$ cat src/slcm_defs.svh
// Constants for the scan list configuration memory: offsets, fields, sizes.
`ifndef SLCM_DEFS_SVH
`define SLCM_DEFS_SVH

// Direct I/O offsets inside the card's 32-byte window
`define SLCM_OFF_WIN_PTR 5'h00
`define SLCM_OFF_WIN_WDATA 5'h02
`define SLCM_OFF_WIN_RDATA 5'h04
`define SLCM_OFF_ENTRY_LO 5'h10
`define SLCM_OFF_ENTRY_HI 5'h12
`define SLCM_OFF_FIFO_DATA 5'h1C

// Windowed strobe addresses
`define SLCM_WIN_LIST_CLR 8'h52
`define SLCM_WIN_FIFO_CLR 8'h53

// Low word field positions
`define SLCM_LO_END_BIT 15
`define SLCM_LO_DITHER_BIT 9
`define SLCM_LO_UNIP_BIT 8
`define SLCM_LO_GAIN_MSB 2

// High word field positions
`define SLCM_HI_KIND_MSB 14
`define SLCM_HI_KIND_LSB 12
`define SLCM_HI_CHAN_MSB 3

// Input kind codes
`define SLCM_KIND_CAL 3'h0
`define SLCM_KIND_DIFF 3'h1
`define SLCM_KIND_FSE 3'h2
`define SLCM_KIND_GSE 3'h3
`define SLCM_KIND_SKIP 3'h7

// Amplifier input selector codes (0..15 are analog input pins)
`define SLCM_SEL_GND 5'h10
`define SLCM_SEL_REF5 5'h11
`define SLCM_SEL_SENSE 5'h12
`define SLCM_SEL_NONE 5'h1F

// Calibration channel codes
`define SLCM_CAL_OFFSET 4'h0
`define SLCM_CAL_GAIN 4'h5

// Sizes
`define SLCM_DEPTH 16
`define SLCM_IDXW 4
`define SLCM_FIFO_DEPTH 8
`define SLCM_FIFO_AW 3
`define SLCM_ADC_BITS 12
`define SLCM_DATA_BITS 16

`endif

$ cat src/slcm_pkg.sv
// Types shared by the scan list configuration memory modules.
`include "slcm_defs.svh"
package slcm_pkg;

    // One stored scan-list entry
    typedef struct packed {
        logic end_flag;       // Scan ends after this entry
        logic noise_inject_on; // Dither request
        logic unipolar;       // 1 = straight binary
        logic [2:0] gain;     // Amplifier gain code
        logic [2:0] input_kind_code; // Input kind
        logic [3:0] chan;     // Channel code
    } slcm_entry_t;

    // Amplifier routing decided for one entry
    typedef struct packed {
        logic [4:0] pos_sel;  // Positive amp input
        logic [4:0] neg_sel;  // Negative amp input
        logic acquire;        // Result goes to the queue
    } slcm_route_t;

    // Sequencer states
    typedef enum logic {
        SCAN_IDLE,
        SCAN_RUN
    } slcm_scan_t;

endpackage : slcm_pkg

$ cat src/slcm_router.sv
// Input kind and channel code to amplifier routing decode.
`include "slcm_defs.svh"
module slcm_router (
    // Entry in
    input wire slcm_pkg::slcm_entry_t entry,
    // Routing out
    output slcm_pkg::slcm_route_t route
);

    // Pure decode; the caller registers the result
    always_comb begin
        route.pos_sel = `SLCM_SEL_NONE;
        route.neg_sel = `SLCM_SEL_NONE;
        route.acquire = 1'b0;
        case (entry.input_kind_code)
            `SLCM_KIND_CAL: begin
                // Offset: ground on both sides
                if (entry.chan == `SLCM_CAL_OFFSET) begin
                    route.pos_sel = `SLCM_SEL_GND;
                    route.neg_sel = `SLCM_SEL_GND;
                    route.acquire = 1'b1;
                end else if (entry.chan == `SLCM_CAL_GAIN) begin
                    // Gain: reference against ground
                    route.pos_sel = `SLCM_SEL_REF5;
                    route.neg_sel = `SLCM_SEL_GND;
                    route.acquire = 1'b1;
                end
            end
            `SLCM_KIND_DIFF: begin
                // Pin n against pin n+8; top bit set is reserved
                if (!entry.chan[3]) begin
                    route.pos_sel = {1'b0, entry.chan};
                    route.neg_sel = {1'b0, 1'b1, entry.chan[2:0]};
                    route.acquire = 1'b1;
                end
            end
            `SLCM_KIND_FSE: begin
                // Pin n against the sense return
                route.pos_sel = {1'b0, entry.chan};
                route.neg_sel = `SLCM_SEL_SENSE;
                route.acquire = 1'b1;
            end
            `SLCM_KIND_GSE: begin
                // Pin n against analog ground
                route.pos_sel = {1'b0, entry.chan};
                route.neg_sel = `SLCM_SEL_GND;
                route.acquire = 1'b1;
            end
            // Skip and invalid kinds: nothing routed, nothing kept
            default: route.acquire = 1'b0;
        endcase
    end

endmodule : slcm_router

$ cat src/slcm_sample_fifo.sv
// Conversion result queue held in flip-flops, with flush.
`include "slcm_defs.svh"
module slcm_sample_fifo (
    // Clock and reset
    input wire logic ref_clk,
    input wire logic rstn,
    // Write side
    input wire logic push,
    input wire logic [`SLCM_DATA_BITS-1:0] push_data,
    // Read side
    input wire logic pop,
    output logic [`SLCM_DATA_BITS-1:0] head,
    output logic empty,
    output logic full,
    // Discard everything
    input wire logic flush
);

    // Whole state of the queue
    typedef struct packed {
        logic [`SLCM_FIFO_DEPTH-1:0][`SLCM_DATA_BITS-1:0] mem;
        logic [`SLCM_FIFO_AW-1:0] wp;
        logic [`SLCM_FIFO_AW-1:0] rp;
        logic [`SLCM_FIFO_AW:0] cnt;
    } slcm_fifo_st_t;

    slcm_fifo_st_t s_ff;
    slcm_fifo_st_t nxt_s;
    logic do_push;
    logic do_pop;

    assign empty = (s_ff.cnt == '0);
    assign full = (s_ff.cnt == (`SLCM_FIFO_AW+1)'(`SLCM_FIFO_DEPTH));
    assign head = s_ff.mem[s_ff.rp];

    // Pointer update; a push on a full queue is dropped
    always_comb begin
        nxt_s = s_ff;
        do_push = push && !full;
        do_pop = pop && !empty;
        if (do_push) begin
            nxt_s.mem[s_ff.wp] = push_data;
            nxt_s.wp = s_ff.wp + 1'b1;
        end
        if (do_pop) begin
            nxt_s.rp = s_ff.rp + 1'b1;
        end
        nxt_s.cnt = s_ff.cnt + {{`SLCM_FIFO_AW{1'b0}}, do_push} - {{`SLCM_FIFO_AW{1'b0}}, do_pop};
        // Flush beats a same-cycle push
        if (flush) begin
            nxt_s.wp = '0;
            nxt_s.rp = '0;
            nxt_s.cnt = '0;
        end
    end

    // State register
    always_ff @(posedge ref_clk) begin
        if (!rstn) begin
            s_ff <= '0;
        end else begin
            s_ff <= nxt_s;
        end
    end

endmodule : slcm_sample_fifo

$ cat src/slcm_scan_list.sv
// Scan list configuration memory: I/O bus slave, list store and scan stepping.
//
// Summary of operation
// Store entries; step through them in order
// Low word write-only at offset 0x10
// High word write-only at 0x12, kind/channel
// Low bit 15 set marks scan end
// Many end flags: separate scans, interval mode
// Host writes zero to unused bits
// Low bit 9 enables input dither
// Fixed-dither variant: bit ignored, forced on
// Low bit 8: one unipolar, zero bipolar
// Bipolar results sign-extended to 16 bits
// Low bits 2..0 select amplifier gain
// High bits 14..12 give input kind
// High bits 3..0 select the channel
// Calibration: code 0 offset, 5 gain
// Differential: pin n against n+8
// Floating single-ended: pin against sense return
// Grounded single-ended: pin against analog ground
// Skip entry keeps slot, no acquisition
// Windowed 0x52 access erases list, pointer zero
// Windowed 0x53 access empties sample queue
// Strobes ignore data, act on access
// Push each result except skip entries; code also drops results of reserved and invalid entries
// Host reaches windowed registers via pointer
// Commit entry once both words written
// Continuous scan restarts from first entry
`include "slcm_defs.svh"
module slcm_scan_list #(
    // 1 on the card variant whose dither cannot be switched off
    parameter logic DITHER_FIXED = 1'b0
) (
    // Clock and reset
    input wire logic ref_clk,
    input wire logic rstn,
    // Card I/O bus
    input wire logic [4:0] bus_addr,
    input wire logic [15:0] bus_wdata,
    input wire logic bus_wr,
    input wire logic bus_rd,
    output logic [15:0] bus_rdata,
    // Timing controller
    input wire logic scan_start,
    input wire logic interval_mode,
    input wire logic conv_done,
    input wire logic [`SLCM_ADC_BITS-1:0] adc_code,
    output logic scan_active,
    output logic scan_done,
    // Analog front end control
    output logic [4:0] amp_pos_sel,
    output logic [4:0] amp_neg_sel,
    output logic [2:0] amp_gain,
    output logic adc_unipolar,
    output logic dither_on,
    output logic entry_acquire,
    // Sample queue flags
    output logic fifo_empty,
    output logic fifo_full
);

    // All state of this module
    typedef struct packed {
        slcm_pkg::slcm_entry_t [`SLCM_DEPTH-1:0] mem; // The list itself
        logic [`SLCM_IDXW:0] count;     // Entries stored, also write pointer
        logic [`SLCM_IDXW-1:0] rd_idx;  // Entry being converted
        slcm_pkg::slcm_scan_t scan_st;  // Sequencer state
        logic [7:0] win_ptr;            // Window pointer
        logic [15:0] lo_word;           // Pending low half
        logic [15:0] hi_word;           // Pending high half
        logic got_lo;                   // Low half arrived
        logic got_hi;                   // High half arrived
        logic [15:0] rdata;             // Read data out
        slcm_pkg::slcm_route_t route;   // Registered routing
        logic [2:0] gain;               // Registered gain
        logic unipolar;                 // Registered polarity
        logic dither;                   // Registered dither
        logic scan_active;              // In a scan
        logic scan_done;                // Scan end pulse
        logic fifo_empty;               // Registered flag
        logic fifo_full;                // Registered flag
    } slcm_st_t;

    slcm_st_t s_ff;
    slcm_st_t nxt_s;

    // Decoded bus events
    logic wr_lo;
    logic wr_hi;
    logic win_access;
    logic list_clr;
    logic fifo_clr;
    logic fifo_pop;
    logic commit;
    slcm_pkg::slcm_entry_t new_entry;
    slcm_pkg::slcm_entry_t cur_entry;
    slcm_pkg::slcm_route_t cur_route;
    logic last_slot;
    logic res_push;
    logic [`SLCM_DATA_BITS-1:0] res_data;
    logic [`SLCM_DATA_BITS-1:0] fifo_head;
    logic q_empty;
    logic q_full;

    // Offset match, shared by write and read decode
    function automatic logic addr_hit(input logic [4:0] addr, input logic [4:0] off);
        addr_hit = (addr == off);
    endfunction : addr_hit

    // Widen a raw code to the data word by polarity
    function automatic logic [`SLCM_DATA_BITS-1:0] widen(input logic [`SLCM_ADC_BITS-1:0] code,
                                                        input logic unip);
        if (unip) begin
            widen = {{(`SLCM_DATA_BITS-`SLCM_ADC_BITS){1'b0}}, code};
        end else begin
            widen = {{(`SLCM_DATA_BITS-`SLCM_ADC_BITS){code[`SLCM_ADC_BITS-1]}}, code};
        end
    endfunction : widen

    // Bus decode of direct registers and windowed strobes
    always_comb begin
        wr_lo = bus_wr && addr_hit(bus_addr, `SLCM_OFF_ENTRY_LO);
        wr_hi = bus_wr && addr_hit(bus_addr, `SLCM_OFF_ENTRY_HI);
        // A window write or read both count
        win_access = (bus_wr && addr_hit(bus_addr, `SLCM_OFF_WIN_WDATA)) ||
                     (bus_rd && addr_hit(bus_addr, `SLCM_OFF_WIN_RDATA));
        // Data bits play no part in the strobes
        list_clr = win_access && (s_ff.win_ptr == `SLCM_WIN_LIST_CLR);
        fifo_clr = win_access && (s_ff.win_ptr == `SLCM_WIN_FIFO_CLR);
        fifo_pop = bus_rd && addr_hit(bus_addr, `SLCM_OFF_FIFO_DATA);
    end

    // Entry from both halves, newest half taken live
    always_comb begin
        logic [15:0] lo;
        logic [15:0] hi;
        lo = wr_lo ? bus_wdata : s_ff.lo_word;
        hi = wr_hi ? bus_wdata : s_ff.hi_word;
        // Unused bits are not stored; the host keeps them zero
        new_entry.end_flag = lo[`SLCM_LO_END_BIT];
        new_entry.noise_inject_on = lo[`SLCM_LO_DITHER_BIT];
        new_entry.unipolar = lo[`SLCM_LO_UNIP_BIT];
        new_entry.gain = lo[`SLCM_LO_GAIN_MSB:0];
        new_entry.input_kind_code = hi[`SLCM_HI_KIND_MSB:`SLCM_HI_KIND_LSB];
        new_entry.chan = hi[`SLCM_HI_CHAN_MSB:0];
        // Commit when both halves are in, in either order
        commit = (wr_lo || s_ff.got_lo) && (wr_hi || s_ff.got_hi) && (wr_lo || wr_hi);
    end

    // Entry under conversion and its routing
    assign cur_entry = s_ff.mem[s_ff.rd_idx];

    slcm_router u_router (
        .entry(cur_entry),
        .route(cur_route)
    );

    // Last stored entry closes a scan even without its flag
    assign last_slot = ({1'b0, s_ff.rd_idx} == (s_ff.count - 1'b1));

    // Result into the queue unless the entry is skipped, reserved or invalid
    assign res_push = (s_ff.scan_st == slcm_pkg::SCAN_RUN) && conv_done && cur_route.acquire;
    assign res_data = widen(adc_code, cur_entry.unipolar);

    slcm_sample_fifo u_fifo (
        .ref_clk(ref_clk),
        .rstn(rstn),
        .push(res_push),
        .push_data(res_data),
        .pop(fifo_pop),
        .head(fifo_head),
        .empty(q_empty),
        .full(q_full),
        .flush(fifo_clr)
    );

    // Next state of the whole block
    always_comb begin
        nxt_s = s_ff;
        nxt_s.scan_done = 1'b0;

        // Window pointer write
        if (bus_wr && addr_hit(bus_addr, `SLCM_OFF_WIN_PTR)) begin
            nxt_s.win_ptr = bus_wdata[7:0];
        end

        // Half-word capture
        if (wr_lo) begin
            nxt_s.lo_word = bus_wdata;
            nxt_s.got_lo = 1'b1;
        end
        if (wr_hi) begin
            nxt_s.hi_word = bus_wdata;
            nxt_s.got_hi = 1'b1;
        end

        // Store the finished entry; a full list drops it
        if (commit) begin
            nxt_s.got_lo = 1'b0;
            nxt_s.got_hi = 1'b0;
            if (s_ff.count != (`SLCM_IDXW+1)'(`SLCM_DEPTH)) begin
                nxt_s.mem[s_ff.count[`SLCM_IDXW-1:0]] = new_entry;
                nxt_s.count = s_ff.count + 1'b1;
            end
        end

        // Scan sequencer
        case (s_ff.scan_st)
            slcm_pkg::SCAN_IDLE: begin
                // An empty list cannot start
                if (scan_start && (s_ff.count != '0)) begin
                    nxt_s.scan_st = slcm_pkg::SCAN_RUN;
                    nxt_s.scan_active = 1'b1;
                end
            end
            slcm_pkg::SCAN_RUN: begin
                // Each conversion, skip or not, uses one slot
                if (conv_done) begin
                    if (cur_entry.end_flag || last_slot) begin
                        nxt_s.scan_st = slcm_pkg::SCAN_IDLE;
                        nxt_s.scan_active = 1'b0;
                        nxt_s.scan_done = 1'b1;
                        if (interval_mode && !last_slot) begin
                            // Next sequence in the same list
                            nxt_s.rd_idx = s_ff.rd_idx + 1'b1;
                        end else begin
                            // Back to the first entry
                            nxt_s.rd_idx = '0;
                        end
                    end else begin
                        nxt_s.rd_idx = s_ff.rd_idx + 1'b1;
                    end
                end
            end
            default: begin
                nxt_s.scan_st = slcm_pkg::SCAN_IDLE;
                nxt_s.scan_active = 1'b0;
            end
        endcase

        // List erase wins over a same-cycle commit and stops any scan
        if (list_clr) begin
            nxt_s.mem = '0;
            nxt_s.count = '0;
            nxt_s.rd_idx = '0;
            nxt_s.got_lo = 1'b0;
            nxt_s.got_hi = 1'b0;
            nxt_s.scan_st = slcm_pkg::SCAN_IDLE;
            nxt_s.scan_active = 1'b0;
        end

        // Front end controls follow the entry under conversion
        nxt_s.route = cur_route;
        nxt_s.gain = cur_entry.gain;
        nxt_s.unipolar = cur_entry.unipolar;
        // Variant with fixed dither ignores the bit
        nxt_s.dither = DITHER_FIXED ? 1'b1 : cur_entry.noise_inject_on;

        // Read data; unmapped and write-only offsets read zero
        if (fifo_pop) begin
            nxt_s.rdata = q_empty ? 16'h0000 : fifo_head;
        end else if (bus_rd) begin
            nxt_s.rdata = 16'h0000;
        end

        nxt_s.fifo_empty = q_empty;
        nxt_s.fifo_full = q_full;
    end

    // State register
    always_ff @(posedge ref_clk) begin
        if (!rstn) begin
            s_ff <= '0;
            s_ff.route.pos_sel <= `SLCM_SEL_NONE;
            s_ff.route.neg_sel <= `SLCM_SEL_NONE;
            s_ff.fifo_empty <= 1'b1;
        end else begin
            s_ff <= nxt_s;
        end
    end

    // Outputs straight from the state flops
    assign bus_rdata = s_ff.rdata;
    assign scan_active = s_ff.scan_active;
    assign scan_done = s_ff.scan_done;
    assign amp_pos_sel = s_ff.route.pos_sel;
    assign amp_neg_sel = s_ff.route.neg_sel;
    assign amp_gain = s_ff.gain;
    assign adc_unipolar = s_ff.unipolar;
    assign dither_on = s_ff.dither;
    assign entry_acquire = s_ff.route.acquire;
    assign fifo_empty = s_ff.fifo_empty;
    assign fifo_full = s_ff.fifo_full;

endmodule : slcm_scan_list

$ cat config.mk
export PLATFORM = sky130hd
export DESIGN_NAME = slcm_scan_list
export DESIGN_NICKNAME = d
export VERILOG_FILES = /design/src/slcm_pkg.sv /design/src/slcm_router.sv /design/src/slcm_sample_fifo.sv /design/src/slcm_scan_list.sv
export VERILOG_INCLUDE_DIRS = /design/src
export SDC_FILE = /design/constraint.sdc
export NUM_CORES = 1
export LEC_CHECK = 0
export BUFFER_PORTS_ARGS = -buffer_cell sky130_fd_sc_hd__buf_2
export CAP_MARGIN = 15
export CORE_MARGIN = 1
export CORE_UTILIZATION = 65
export CTS_CLUSTER_SIZE = 20
export DETAILED_ROUTE_END_ITERATION = 8
export PLACE_DENSITY_LB_ADDON = 0.3
export SLEW_MARGIN = 20
export SYNTH_ARGS = -nofsm -noshare
export SYNTH_HDL_FRONTEND = slang
export SYNTH_HIERARCHICAL = 1
export SYNTH_SLANG_ARGS = --single-unit
$ cat constraint.sdc
create_clock -name ref_clk -period 11.1 [get_ports ref_clk]
set_clock_uncertainty 0.2 [all_clocks]
set_input_delay 0 -clock ref_clk [delete_from_list [all_inputs] [get_ports ref_clk]]
set_output_delay 0 -clock ref_clk [all_outputs]
set_load 0.05 [all_outputs]
==> metrics.txt <==
outcome finished, final reports clean; TNS Setup 0 ns; number of flops mapped to enable cells by yosys 0; Tot GR Track Use 0.3016; dominant synthesized flop cell dfxtp_1; Reg2Reg Depth 10; RSZ-0062 raised after global routing no; post-route ant nets 0; final hold vios 0; Final WS setup 5.641 ns; Least-Margin Pin Slew 1.345 ns; routed vias 13220; Die Wd 170.4 um; WHS Path Cells 5; drt first-iter violations 1193; Netlist cell types 64; vias per std cell 6.150; Area Overhead vs Synth 11.01%; fin nets 1798; maximum VDD drop 0.09024 mV; Die Ht 170.4 um; register bit count reported by yosys 415; most frequent cells in the layout 411 x dfxtp_1, 225 x nor2_1, 173 x nand2_1; CP max-delay cell or4_1; Static Leakage 7.131 nW; Layout Cells excl Fill 2150; Max-cap violations 0; post-CTS setup buffer count 0; count of final setup violators 0; mux cell area share after synthesis 0.2073; worst slack at placement 5.693 ns; antenna cells 0; commonest non-fill, non-tap cell in the layout dfxtp_1; Worst R2R Setup Slack 5.64 ns; H-tree levels 2; grt total ovfl 0; number of clock sinks 415; XOR/XNOR share of the synthesized area 0.004751; Final Max Slew Viols 0; Clock Path Buffers 3; largest net degree at the start of global routing 222; Post-DP Area 18610 um2; share of layout cells above drive strength 1 0.2099; FMAX 183.2 MHz; placer congestion estimate 0.8234; WL final 43180 um; initial antenna violation count 0; IO buf count 73; DP Cell Count 2028; Row Count 61; Fillers 1826; Die Area 29040 um2; combinational fraction of design power 0.027; Ports 76; CTS tree built; r2r startpoint s_ff[79]; Mapped Cells 1718; Residual DRC 0; first drt pass iteration count 5; WP data required 11.34 ns; largest family of logic cells by synthesized area multiplexers; Sw Pwr 0.0006149 W; complex-gate fraction of the synthesized area 0.1392; TritonCTS buffer count 42; post-synth top area share 0.4506; Avg Inst Size Synth 10.73 um2; HP Start bus_addr[1]; largest cells by area after synthesis dfxtp_1 45%, mux4_2 12%, mux2i_1 7.6%; post-DP HPWL 24420 um; Worst Setup SP s_ff[79]; first-pass GRT wire length 68590 um; Skew-Pair Late Insertion Delay 0.53 ns; Post-Syn Area 18440 um2; CP Data Arrival Time 5.70 ns; crit path capture u_fifo/s_ff[37]; Hold WS 0.09373 ns; Power Dens Cells 143.6 nW/um2; syn nets 1772; period utilization 0.4918; Critical R2R Capture u_fifo/s_ff[37]; Worst path most repeated cell mux4_2; CP max stage delay 0.97 ns; leading area contributor after synthesis dfxtp_1; Worst Path Max Fanout 37; synth warn 6; crit end category flip-flop; min cycle time layout 5.459 ns; internal power 0.002324 W; asr flop ratio synth 0; Seq pwr share 0.508; crit path kind flip-flop to flip-flop; Starting Density 0.6618; max_slew headroom 0.1033; vias in the first global route 13150; worst path cell trace buf_4 > mux4_2 > mux4_2 > xor2_1 > o211a_1 > a211oi_1 > and3_1 > nand2_1 > or4_1 > mux2i_1; clk root buf clkbuf_16; core box area 27860 um2; sequential share of the synthesized area 0.4506; Synth Area in Simple Gates 0.1295; Reg clk slew, reported paths 0.06 ns; Hold Path Class primary input to flip-flop; Sw Ratio 0.2092; post-synthesis adder-cell area fraction 0.009908; post-route cell area 20470 um2; Startpoint Class flip-flop; clock network fraction of design power 0.465; routed len/inst 20.09 um
[metrics by stage]
stage            util  total power (W)
2_1_floorplan       -         0.001572
3_3_place_gp   0.6679         0.001591
3_5_place_dp   0.6679         0.001592
4_1_cts        0.7337         0.002953
5_1_grt        0.7347         0.003024
6_report       0.7347         0.002939
[cell type report]
cell class | count | area [um2] | area share
Sequential cell | 415 | 8315 | 0.4063
Inverter | 23 | 86.33 | 0.004218
Clock inverter | 10 | 106.4 | 0.005197
Tap cell | 378 | 473.0 | 0.02311
Multi-Input combinational cell | 1105 | 9117 | 0.4455
Clock buffer | 62 | 1227 | 0.05997
Timing Repair Buffer | 157 | 1140 | 0.05569
[worst max-delay path: cells and delay by family (launching register included)]
family	cells	cell delay, ns
XOR/XNOR	1	0.22
AO/OA/AOI/OAI	2	0.51
AND/OR/NAND/NOR	3	1.58
multiplexers	3	1.57
buffers and inverters	1	0.70
flip-flops	1	0.56
[synthesized netlist by cell type (15+ instances only)]
cell type	count
a211oi_2	49
nand3_1	15
clkbuf_1	73
nand2b_1	20
a211oi_4	16
mux4_2	97
nor2b_1	50
nor2_1	225
inv_1	21
a21oi_1	29
a211oi_1	162
buf_2	38
dfxtp_1	415
mux2i_1	140
mux2_2	16
buf_4	45
nand2_1	173
[kinds of logic (layout without fill, tap and decap cells)]
family,after synthesis,after routing
AOI/OAI and AO/OA,293,293
buffers and inverters,198,252
and+or+nand+nor,531,531
adders and majority gates,14,14
DFF,415,415
muxes,257,257
xor gates and xnor gates,10,10
[repair_timing]
action | in CTS | in global routing
endpoints found under the hold margin | 296 | 0
hold buffers | 50 | 0
gates resized for setup | 0 | 0
[power groups by stage]
stage	combinational (W)	clock (W)	sequential, W
after global placement	0.0000652	0	0.00153
after detailed placement	0.0000663	0	0.00153
after floorplan	0.0000461	0	0.00153
final	0.0000783	0.00137	0.00149
after CTS	0.0000760	0.00138	0.00149
after global routing	0.0000834	0.00145	0.00149
[sequential cells by signal (all words and copies together), names as in the netlist]
name	count
fifo_empty	1
fifo_full	1
u_fifo/s_ff	138
s_ff	241
entry_acquire	1
bus_rdata	16
amp_gain	3
scan_done	1
dither_on	1
amp_pos_sel	5
scan_active	1
adc_unipolar	1
amp_neg_sel	5
[worst min path at each step]
| stage | to |
|---|---|
| 6_report | s_ff[36] |
| 2_1_floorplan | s_ff[74] |
| 5_1_grt | s_ff[36] |
| 3_3_place_gp | s_ff[77] |
| 4_1_cts | s_ff[72] |
| 3_5_place_dp | s_ff[76] |
[metal layers]
layer,track usage,vias up,wire (um)
met2,0.5180,385,21360
met5,0,-,0
met4,0.08578,0,833
li1,-,6169,-
met1,0.3938,6593,18550
met3,0.04674,76,2438
(Power assumes the default switching activity.)
